--- src/rtl/color_seq_pkg.sv ---
// constants, register map and state type of the colour sensor sequencer
package color_seq_pkg;
  // register map
  localparam logic [4:0] ADDR_ENABLE  = 5'h00;
  localparam logic [4:0] ADDR_ITIME   = 5'h01;
  localparam logic [4:0] ADDR_WTIME   = 5'h03;
  localparam logic [4:0] ADDR_CONFIG  = 5'h0d;
  localparam logic [4:0] ADDR_CONTROL = 5'h0f;
  localparam logic [4:0] ADDR_ID      = 5'h12;
  localparam logic [4:0] ADDR_STATUS  = 5'h13;
  localparam logic [4:0] ADDR_DATA0   = 5'h14;
  localparam logic [4:0] ADDR_DATA_END = 5'h1b;
  // field positions
  localparam int EN_PON_BIT     = 0;
  localparam int EN_CONV_BIT    = 1;
  localparam int EN_WAIT_BIT    = 3;
  localparam int CFG_LONG_BIT   = 1;
  localparam int STAT_VALID_BIT = 0;
  // reset values
  localparam logic [7:0] ENABLE_RST  = 8'h00;
  localparam logic [7:0] ITIME_RST   = 8'hff;
  localparam logic [7:0] WTIME_RST   = 8'hff;
  localparam logic [7:0] CONFIG_RST  = 8'h00;
  localparam logic [7:0] CONTROL_RST = 8'h00;
  // identity value is arbitrary
  localparam logic [7:0] DEVICE_ID   = 8'h5a;
  // timing
  localparam int         CLK_PERIOD_NS   = 5;
  localparam int         STEP_TIME_NS    = 2400000;
  localparam int         STEP_CYCLES_DEF = (STEP_TIME_NS + CLK_PERIOD_NS - 1) / CLK_PERIOD_NS;
  localparam int         TICK_W          = 20;
  localparam logic [11:0] STEP_BASE      = 12'h100;
  localparam logic [11:0] LONG_WAIT_MULT = 12'h00c;
  localparam logic [11:0] INIT_STEPS     = 12'h001;
  // channels: clear, red, green, blue
  localparam int NUM_CHAN = 4;
  localparam int DATA_W   = 16;

  typedef enum logic [2:0] {ST_SLEEP, ST_IDLE, ST_WAIT, ST_INIT, ST_ADC} seq_state_t;
endpackage : color_seq_pkg

--- src/rtl/chan_if.sv ---
// control and result signals between the sequencer and one integrating channel
`timescale 1ns/1ps
interface chan_if;
  logic        clr;
  logic        run;
  logic [15:0] count;
  modport ctrl (output clr, output run, input count);
  modport chan (input clr, input run, output count);
endinterface : chan_if

--- src/rtl/color_sensor_sequencer.sv ---
// state machine, phase timing and result registers of the colour sensor
`timescale 1ns/1ps
module color_sensor_sequencer
  import color_seq_pkg::*;
#(
  parameter int STEP_CYCLES = color_seq_pkg::STEP_CYCLES_DEF
) (
  // clock and reset
  input  wire logic                         clk_i,
  input  wire logic                         rst_i,
  input  wire logic                         ce_i,
  // serial bus engine side
  input  wire logic                         start_detect_i,
  input  wire logic                         reg_wr_i,
  input  wire logic                         reg_rd_i,
  input  wire logic [4:0]                   reg_addr_i,
  input  wire logic [7:0]                   reg_wdata_i,
  output logic      [7:0]                   reg_rdata_o,
  output logic                              reg_rvalid_o,
  // photodiode front end
  input  wire logic [color_seq_pkg::NUM_CHAN-1:0] light_pulse_i,
  output logic      [1:0]                   analog_gain_o,
  output logic                              integrating_o,
  output logic                              sleeping_o
);
  import color_seq_pkg::*;

  seq_state_t        state_reg;
  seq_state_t        state_next;
  logic [7:0]        enable_reg;
  logic [7:0]        itime_reg;
  logic [7:0]        wtime_reg;
  logic [7:0]        config_reg;
  logic [7:0]        control_reg;
  logic              valid_reg;
  logic [TICK_W-1:0] pre_reg;
  logic [11:0]       phase_reg;
  logic [11:0]       phase_len;
  logic [11:0]       wait_steps;
  logic [11:0]       adc_steps;
  logic              tick;
  logic              phase_done;
  logic              load;
  logic              load_reg;
  logic              clr_reg;
  logic              run_reg;
  logic [DATA_W-1:0] cnt_w    [NUM_CHAN];
  logic [DATA_W-1:0] data_reg [NUM_CHAN];
  logic [7:0]        shadow_reg;
  logic [1:0]        shadow_ch_reg;
  logic              power_on_bit;
  logic              conv_en;
  logic              wait_en;
  logic [2:0]        data_idx;
  logic [1:0]        rd_ch;

  assign power_on_bit     = enable_reg[EN_PON_BIT];
  assign conv_en = enable_reg[EN_CONV_BIT];
  assign wait_en = enable_reg[EN_WAIT_BIT];

  // channels
  chan_if chan [NUM_CHAN] ();
  genvar g;
  generate
    for (g = 0; g < NUM_CHAN; g++) begin : g_chan
      assign chan[g].clr = clr_reg;
      assign chan[g].run = run_reg;
      assign cnt_w[g]    = chan[g].count;
      light_integrator u_int (
        .clk_i   (clk_i),
        .rst_i   (rst_i),
        .ce_i    (ce_i),
        .pulse_i (light_pulse_i[g]),
        .bus     (chan[g])
      );
    end
  endgenerate

  // phase lengths in 2.4 ms steps
  always_comb begin
    adc_steps  = STEP_BASE - {4'h0, itime_reg};
    wait_steps = STEP_BASE - {4'h0, wtime_reg};
    if (config_reg[CFG_LONG_BIT]) begin
      wait_steps = 12'(wait_steps * LONG_WAIT_MULT);
    end
    unique case (state_reg)
      ST_WAIT: phase_len = wait_steps;
      ST_INIT: phase_len = INIT_STEPS;
      ST_ADC:  phase_len = adc_steps;
      default: phase_len = INIT_STEPS;
    endcase
  end

  assign tick       = (pre_reg == TICK_W'(STEP_CYCLES - 1));
  assign phase_done = tick && (phase_reg == phase_len - 12'h001);
  assign load       = ce_i && (state_reg == ST_ADC) && phase_done;

  // state transitions
  always_comb begin
    state_next = state_reg;
    unique case (state_reg)
      ST_SLEEP: if (start_detect_i) state_next = ST_IDLE;
      ST_IDLE: begin
        if (!power_on_bit) begin
          state_next = ST_SLEEP;
        end else if (conv_en) begin
          state_next = wait_en ? ST_WAIT : ST_INIT;
        end
      end
      ST_WAIT: if (phase_done) state_next = ST_INIT;
      ST_INIT: if (phase_done) state_next = ST_ADC;
      ST_ADC:  if (phase_done) state_next = ST_IDLE;
    endcase
  end

  always_ff @(posedge clk_i) begin
    if (rst_i) begin
      state_reg <= ST_SLEEP;
    end else if (ce_i) begin
      state_reg <= state_next;
    end
  end

  // step prescaler and phase counter restart on every state change
  always_ff @(posedge clk_i) begin
    if (rst_i) begin
      pre_reg   <= '0;
      phase_reg <= '0;
    end else if (ce_i) begin
      if (state_next != state_reg || state_reg == ST_SLEEP || state_reg == ST_IDLE) begin
        pre_reg   <= '0;
        phase_reg <= '0;
      end else if (tick) begin
        pre_reg   <= '0;
        phase_reg <= phase_reg + 12'h001;
      end else begin
        pre_reg <= pre_reg + TICK_W'(1);
      end
    end
  end

  // integrators cleared during init, all run together through the adc phase
  always_ff @(posedge clk_i) begin
    if (rst_i) begin
      clr_reg       <= 1'b0;
      run_reg       <= 1'b0;
      sleeping_o    <= 1'b1;
      analog_gain_o <= 2'h0;
    end else if (ce_i) begin
      clr_reg       <= (state_next == ST_INIT);
      run_reg       <= (state_next == ST_ADC);
      sleeping_o    <= (state_next == ST_SLEEP);
      analog_gain_o <= control_reg[1:0];
    end
  end

  assign integrating_o = run_reg;

  // host register writes
  always_ff @(posedge clk_i) begin
    if (rst_i) begin
      enable_reg  <= ENABLE_RST;
      itime_reg   <= ITIME_RST;
      wtime_reg   <= WTIME_RST;
      config_reg  <= CONFIG_RST;
      control_reg <= CONTROL_RST;
    end else if (ce_i && reg_wr_i) begin
      unique case (reg_addr_i)
        ADDR_ENABLE:  enable_reg  <= reg_wdata_i;
        ADDR_ITIME:   itime_reg   <= reg_wdata_i;
        ADDR_WTIME:   wtime_reg   <= reg_wdata_i;
        ADDR_CONFIG:  config_reg  <= reg_wdata_i;
        ADDR_CONTROL: control_reg <= reg_wdata_i;
        default: ;
      endcase
    end
  end

  // the integrators still count on the last adc edge, so loading there would drop one pulse
  always_ff @(posedge clk_i) begin
    if (rst_i) begin
      load_reg <= 1'b0;
    end else if (ce_i) begin
      load_reg <= load;
    end
  end

  // result registers: a new result wins over a clear of the valid flag
  always_ff @(posedge clk_i) begin
    if (rst_i) begin
      valid_reg <= 1'b0;
      for (int i = 0; i < NUM_CHAN; i++) data_reg[i] <= '0;
    end else if (ce_i) begin
      if (load_reg) begin
        valid_reg <= 1'b1;
        for (int i = 0; i < NUM_CHAN; i++) data_reg[i] <= cnt_w[i];
      end else if (reg_wr_i && reg_addr_i == ADDR_ENABLE && !reg_wdata_i[EN_CONV_BIT]) begin
        valid_reg <= 1'b0;
      end
    end
  end

  assign data_idx = 3'(reg_addr_i - ADDR_DATA0);
  assign rd_ch    = data_idx[2:1];

  // reading a low byte freezes its high byte, so a two-byte read is never torn
  always_ff @(posedge clk_i) begin
    if (rst_i) begin
      reg_rdata_o   <= 8'h00;
      reg_rvalid_o  <= 1'b0;
      shadow_reg    <= 8'h00;
      shadow_ch_reg <= 2'h0;
    end else if (ce_i) begin
      reg_rvalid_o <= reg_rd_i;
      if (reg_rd_i) begin
        if (reg_addr_i >= ADDR_DATA0 && reg_addr_i <= ADDR_DATA_END) begin
          if (!data_idx[0]) begin
            reg_rdata_o   <= data_reg[rd_ch][7:0];
            shadow_reg    <= data_reg[rd_ch][15:8];
            shadow_ch_reg <= rd_ch;
          end else if (shadow_ch_reg == rd_ch) begin
            reg_rdata_o <= shadow_reg;
          end else begin
            reg_rdata_o <= data_reg[rd_ch][15:8];
          end
        end else begin
          unique case (reg_addr_i)
            ADDR_ENABLE:  reg_rdata_o <= enable_reg;
            ADDR_ITIME:   reg_rdata_o <= itime_reg;
            ADDR_WTIME:   reg_rdata_o <= wtime_reg;
            ADDR_CONFIG:  reg_rdata_o <= config_reg;
            ADDR_CONTROL: reg_rdata_o <= control_reg;
            ADDR_ID:      reg_rdata_o <= DEVICE_ID;
            ADDR_STATUS:  reg_rdata_o <= {7'h00, valid_reg};
            default:      reg_rdata_o <= 8'h00;
          endcase
        end
      end
    end
  end
endmodule : color_sensor_sequencer

--- src/rtl/light_integrator.sv ---
// one integrating light channel: counts photodiode charge pulses while running
`timescale 1ns/1ps
module light_integrator (
  // clock and reset
  input  wire logic clk_i,
  input  wire logic rst_i,
  input  wire logic ce_i,
  // photodiode front end
  input  wire logic pulse_i,
  // sequencer side
  chan_if.chan      bus
);
  import color_seq_pkg::*;

  logic [DATA_W-1:0] count_reg;

  // saturate rather than wrap so an overflow reads as full scale
  always_ff @(posedge clk_i) begin
    if (rst_i) begin
      count_reg <= '0;
    end else if (ce_i) begin
      if (bus.clr) begin
        count_reg <= '0;
      end else if (bus.run && pulse_i && count_reg != '1) begin
        count_reg <= count_reg + 16'h0001;
      end
    end
  end

  assign bus.count = count_reg;
endmodule : light_integrator

--- config.mk ---
export PLATFORM = sky130hd
export DESIGN_NAME = color_sensor_sequencer
export DESIGN_NICKNAME = d
export VERILOG_FILES = /design/src/rtl/color_seq_pkg.sv /design/src/rtl/chan_if.sv /design/src/rtl/color_sensor_sequencer.sv /design/src/rtl/light_integrator.sv
export SDC_FILE = /design/constraint.sdc
export NUM_CORES = 1
export LEC_CHECK = 0
export ABC_AREA = 1
export BUFFER_PORTS_ARGS = -buffer_cell sky130_fd_sc_hd__buf_4
export CELL_PAD_IN_SITES_DETAIL_PLACEMENT = 0
export CELL_PAD_IN_SITES_GLOBAL_PLACEMENT = 1
export CORE_MARGIN = 10
export CORE_UTILIZATION = 42
export DETAILED_ROUTE_END_ITERATION = 12
export PLACE_DENSITY_LB_ADDON = 0.1
export SLEW_MARGIN = 30
export SYNTH_ARGS = -nofsm -noshare
export SYNTH_HDL_FRONTEND = slang
export SYNTH_SLANG_ARGS = --single-unit
--- constraint.sdc ---
create_clock -name clk_i -period 3.7 [get_ports clk_i]
set_clock_uncertainty 0.2 [all_clocks]
set_input_delay 0.37 -clock clk_i [delete_from_list [all_inputs] [get_ports clk_i]]
set_output_delay 0.37 -clock clk_i [all_outputs]
set_load 0.1 [all_outputs]
Word level (Yosys, flattened, before mapping) --
Memories as Yosys holds them, arrays and structs flattened. Cells that the tools add are included.
Operators by class: multiply operators 1, reductions and logical operators 40, eq/ne operators 20, add/subtract/negate cells 10, order comparisons 2, bitwise gates (word level) 5, multiplexer cells 38
Operators by type and width (number):
- $mux 16 | 12
- $add 16x1->16 const B | 4
- $ne 16x16->1 const B | 4
- $pmux 8 s7 | 1
- $mux 20 | 2
- $mux 12 | 3
- $mux 8 | 3
- $pmux 12 s2 | 1
- $reduce_and 2->1 | 12
- $add 20x1->20 const B | 1
- $eq 20x19->1 const B | 1
- $sub 9x8->10 const A | 2
- $mux 3 | 6
- $logic_and 1x1->1 | 15
- $pmux 3 s5 | 1
- $add 12x1->12 const B | 1
- $eq 12x12->1 | 1
- $mul 12x2->10 const B | 1
- $reduce_bool 2->1 | 6
- $sub 12x1->12 const B | 1
- $eq 5x4->1 const B | 2
- $eq 5x5->1 const B | 2
- $eq 3x2->1 const B | 3
- $mux 1 | 9
- 16 further kinds | 22
Word-level totals: input bits 23, output and inout port bits 13, memory bits (writable) 64, flip-flop bits (word level) 165, word-level logic and storage cells 139, memories 1
Memory list:
- data_reg | words 4, width 16, read ports 1, clocked after memory_dff 0, wr ports 4, line color_sensor_sequencer.sv:48 | logic [DATA_W-1:0] data_reg [NUM_CHAN];

Depth between registers and ports, before layout --
word-level depth 14, mapped depth 35, depth with buffers taken out 34

Hierarchy --
From an unflattened synthesis, not the netlist that was laid out.
Unflattened totals: cell total of the unflattened synthesis 2022, area total of the unflattened synthesis 13955.9 sq um
By module, submodules not included:
- color_sensor_sequencer | area an instance 9326.4 sq um, cells each 1290, seq. area each 3943.8 sq um, times used 1
- light_integrator | area an instance 1157.4 sq um, cells each 183, seq. area each 320.3 sq um, times used 4

Least setup slack after synthesis --
Ideal clock, no wire load.
path kind flip-flop to flip-flop, start point register wtime_reg[0], end point register pre_reg[14], period minus slack after synthesis 3695 ps, data arrival time 3375 ps, library setup time 121 ps, cell stages (with the launch flop) 33, required time 3379 ps, slack 5 ps, cell sequence dfxtp_1 inv_2 ha_1 inv_1 nand2_1 nand2_1 nand2_1 nand2_1 inv_1 ha_1 nand2_1 nand3_1 inv_1 nand2_1 nor2_1 nand3_1 nor2_1 nand2_1 nor2_2 nand2_1 nand2_1 nand3_2 nor2_4 nand2_2 nand2_1 nand2_1 nand3_1 nand3_2 nand4_4 nand2_4 nand2_4 buf_8 nor2_4
On the way: word-level cells in the longest chain between the ends 13, elaborated cells between the ends (all ways) 15
Ends and longest elaborated chain:
- from (decl) | line color_sensor_sequencer.sv:32 | logic [7:0] wtime_reg;
- from (signal assigned) | line color_sensor_sequencer.sv:171 | ADDR_WTIME: wtime_reg <= reg_wdata_i;
- $sub 9x8->10 * | line color_sensor_sequencer.sv:82 | wait_steps = STEP_BASE - {4'h0, wtime_reg};
- $mul 12x2->10 | line color_sensor_sequencer.sv:84 | wait_steps = 12'(wait_steps * LONG_WAIT_MULT);
- $mux 12 * | line color_sensor_sequencer.sv:83 | if (config_reg[CFG_LONG_BIT]) begin
- $pmux 12 s2 * | line color_sensor_sequencer.sv:86 | unique case (state_reg)
- $sub 12x1->12 * | line color_sensor_sequencer.sv:95 | assign phase_done = tick && (phase_reg == phase_len - 12'h001);
- $eq 12x12->1 * | line color_sensor_sequencer.sv:95
- $logic_and 1x1->1 * | line color_sensor_sequencer.sv:95
- $mux 3 (on tied branches) | line color_sensor_sequencer.sv:112, color_sensor_sequencer.sv:110, color_sensor_sequencer.sv:111
- $pmux 3 s5 * | line color_sensor_sequencer.sv:101 | unique case (state_reg)
- $ne 3x3->1 * | line color_sensor_sequencer.sv:130 | if (state_next != state_reg || state_reg == ST_SLEEP || state_reg == ST_IDLE) begin
- $logic_or 1x1->1 * (2 in a row) | line color_sensor_sequencer.sv:130
- $mux 20 * | line color_sensor_sequencer.sv:130
- to (signal assigned) | line color_sensor_sequencer.sv:137 | pre_reg <= pre_reg + TICK_W'(1);
- to (decl) | line color_sensor_sequencer.sv:36 | logic [TICK_W-1:0] pre_reg;
Every way passes the cells marked *; elsewhere a longest branch is shown, timed or not. A chain may end at the register's enable or synchronous reset.

Worst setup path after layout --
start point register wtime_reg[0], end point register pre_reg[7]
Same word-level chain as after synthesis.

==> impl_metrics.ini <==
[outcome]
outcome = finished, violations left
violations = setup timing

[power]
ir_drop_mv = 0.322
combPwrFrac_pct = 11.6
p_sw_mw = 1.56
switching_share_pct = 25.5
p_seq_share_pct = 43.5
pwr-share-clk_pct = 44.8
p_int_mw = 4.56
leakage_nw = 5.75
p_per_area_mw_per_mm2 = 399
total_power_mw = 6.12

[final_layout]
design_area_mm2 = 0.0153
syn2layout_area_growth_pct = 25.4
nets = 1835
multiInputGateArea_mm2 = 0.00648
fill_cells = 2801
ff_latch_area_mm2 = 0.00523
antenna_cells = 0
layout-drive-gt1-share_pct = 21.8

[floorplanning]
dieArea_mm2 = 0.0364
die_width_um = 191
die_h_um = 191
coreArea_mm2 = 0.0287
ios = 36
start_util_pct = 42.6
rows = 62

[synthesis]
synth-seq-cells = 229
yosysSeqAreaShare_pct = 42.7
synth_ff_type = dfxtp_1
synth_edf_count = 64
syn-cell-area_mm2 = 0.0122
synth_nets = 1696
netlist_instances = 1657
yosysUniqueCellTypes = 52
synthArstFlopShare_pct = 0
synth_area_per_cell_um2 = 7.38
yosysWarnings = 0

[critical_path]
start_kind = flop
cp_slowest_cell = dfxtp_2
cp-end-kind = flop
startpoint = wtime_reg[0]$_SDFFE_PP1P_
cpPeakStageDelay_ps = 330
cp_max_fo = 6
crit_arrival_ps = 4070
critPathKind = flop to flop
crit_top_cell = nand3_1
cp_data_required_time_ps = 3960
worstReg2RegStart = wtime_reg[0]$_SDFFE_PP1P_

[global_route]
gr-total-overflow = 0
grt_max_degree = 66
grt.total_usage_pct = 19.5
grt_pass1_wl_um = 58000
antenna_found_initial = 0
grt_pass1_vias = 11200

[sta]
period_minus_slack_ps = 3800
worst_pin_slew_ps = 967
relSlewSlack_pct = 35.0
fin_hold_ws_ps = 98.8
drv_slew = 0
rsz0062_at_grt = true
hold_viol = 0
max_freq_mhz = 263
finalSetupViolations = 32
fin_ws_ps = -105
period_share_pct = 103

[routing]
wl_um = 35700
drtPass1Iterations = 7
drc = 0
initialDrtViolationCount = 776
via_count = 11300
detail-route-antenna-nets = 0
vias_per_cell = 5.14
wl_per_cell_um = 16.2

[clock_tree]
clk_latency_ps = 560
cts_tree = done
cts_root_buffer = clkbuf_16
clock-sinks = 229
clk_path_buf_depth = 3
cts_made_buffers = 26
h-tree-depth = 1
clkTransAtPathRegs_ps = 60

[placement]
io_buffers = 35
pre_cts_ws_ps = -446
place_congestion = 0.875
dp_hpwl_um = 25700
placed_area_mm2 = 0.0134

[worst_hold_path]
hp-start = reg_rd_i
hold_class = input port to flop

[flow_run]
drv_cap = 0
-- final cells by class --
class                   count  area share, %
flip-flops and latches    229           34.1
repair buffers            163           8.74
clock inverters            12           1.21
inverters                 234           5.78
well taps                 384           3.13
clock buffers              36           4.81
multi-input cells        1142           42.2
-- power by group through the flow --
stage | registers [mW] | clock network [mW] | logic, mW
4_1_cts | 2.66 | 2.80 | 0.689
3_3_place_gp | 2.72 | 0 | 0.612
2_1_floorplan | 2.77 | 0 | 0.343
6_report | 2.66 | 2.75 | 0.713
5_1_grt | 2.67 | 2.90 | 0.781
3_5_place_dp | 2.72 | 0 | 0.611
-- through the flow --
step	utilization [%]	setup TNS, ps	std cells
detailed placement	46.6	-13060	2114
floorplan	-	0	1657
global placement	46.6	-11910	2114
global route	53.4	-10480	2200
finish	53.4	-2190	2200
CTS	52.4	-73.9	2198
-- per-layer routing --
| layer | vias up | part of all wire (%) | global-route usage [%] |
|---|---|---|---|
| li1 | 5823 | - | - |
| met1 | 5273 | 45 | 24.5 |
| met2 | 163 | 49 | 34.4 |
| met3 | 59 | 2.8 | 1.98 |
| met4 | 0 | 2.7 | 5.63 |
| met5 | - | 0 | 0 |
-- kinds of logic after synthesis --
| family | Yosys count | share of synthesized area [%] |
|---|---|---|
| buffers and inverters | 287 | 9.80 |
| flip-flops | 229 | 42.7 |
| XOR/XNOR | 27 | 1.93 |
| AND/OR/NAND/NOR | 772 | 28.5 |
| adder cells (fa/ha/maj) | 16 | 1.64 |
| AO/OA/AOI/OAI | 326 | 15.4 |
-- cells in the mapped netlist (all sizes together), types with 2 or more instances --
master | instances | share of area (%)
a2111oi | 5 | 0.36
a211oi | 15 | 0.92
a21oi | 126 | 5.6
a31o | 7 | 0.50
a31oi | 3 | 0.15
a32oi | 7 | 0.50
buf | 7 | 0.50
clkbuf | 45 | 2.0
clkinv | 3 | 0.092
dfxtp | 165 | 27
edfxtp | 64 | 16
ha | 16 | 1.6
inv | 231 | 7.1
nand2 | 292 | 9.5
nand3 | 137 | 6.1
nand4 | 28 | 1.6
nor2 | 248 | 8.5
nor3 | 53 | 2.2
nor4 | 8 | 0.41
o211ai | 13 | 0.80
o21a | 2 | 0.12
o21ai | 118 | 4.8
o22ai | 25 | 1.3
xnor2 | 4 | 0.29
xor2 | 23 | 1.6
-- timing repair --
action                                  4_1_cts  5_1_grt
endpoints found under the hold margin        41        0
gates cloned                                  2        0
endpoints found under the setup margin       37       37
setup buffers                                23        2
pin swaps                                    64       31
resized for setup                           108       74
hold buffers                                 11        0
-- layout by cell type, fill, tap and decap left out, types with 5 or more instances in the layout --
cell type	Yosys	layout
a2111oi_0	5	5
a211oi_1	15	15
a21oi_1	114	111
a21oi_2	11	13
a31o_2	7	7
a32oi_1	7	7
buf_4	1	142
buf_6	1	5
clkbuf_1	37	5
clkbuf_16	0	26
clkbuf_8	8	5
clkinv_1	3	6
dfxtp_1	165	162
dlygate4sd3_1	1	11
edfxtp_1	64	64
ha_1	16	9
ha_4	0	7
inv_1	228	209
inv_2	3	19
nand2_1	270	233
nand2_2	20	42
nand2_4	2	16
nand3_1	129	104
nand3_2	6	26
nand3_4	2	8
nand4_1	27	27
nor2_1	229	204
nor2_2	7	19
nor2_4	12	25
nor3_1	53	51
nor4_1	8	8
o211ai_1	13	13
o21ai_0	118	110
o22ai_1	25	25
xor2_1	23	22
-- final timing paths --
path	cells past startpoint	to	slack [ps]
setup / recovery	29	pre_reg[7]$_SDFFE_PP0P_	-100
hold / removal	3	reg_rvalid_o$_SDFFE_PP0P_	100
hold reg to reg	1	g_chan[2].u_int.bus.count[9]$_SDFFE_PP0P_	250
setup reg to reg	29	pre_reg[7]$_SDFFE_PP0P_	-100
-- critical path: cells and delay by family, from the launching register on --
family                     cells  cell delay, ps
and+or+nand+nor               20            2040
adders and majority gates      1             160
buffers and inverters          6             680
DFF                            1             330
AOI/OAI and AO/OA              2             320
(Power assumes the default switching activity.)
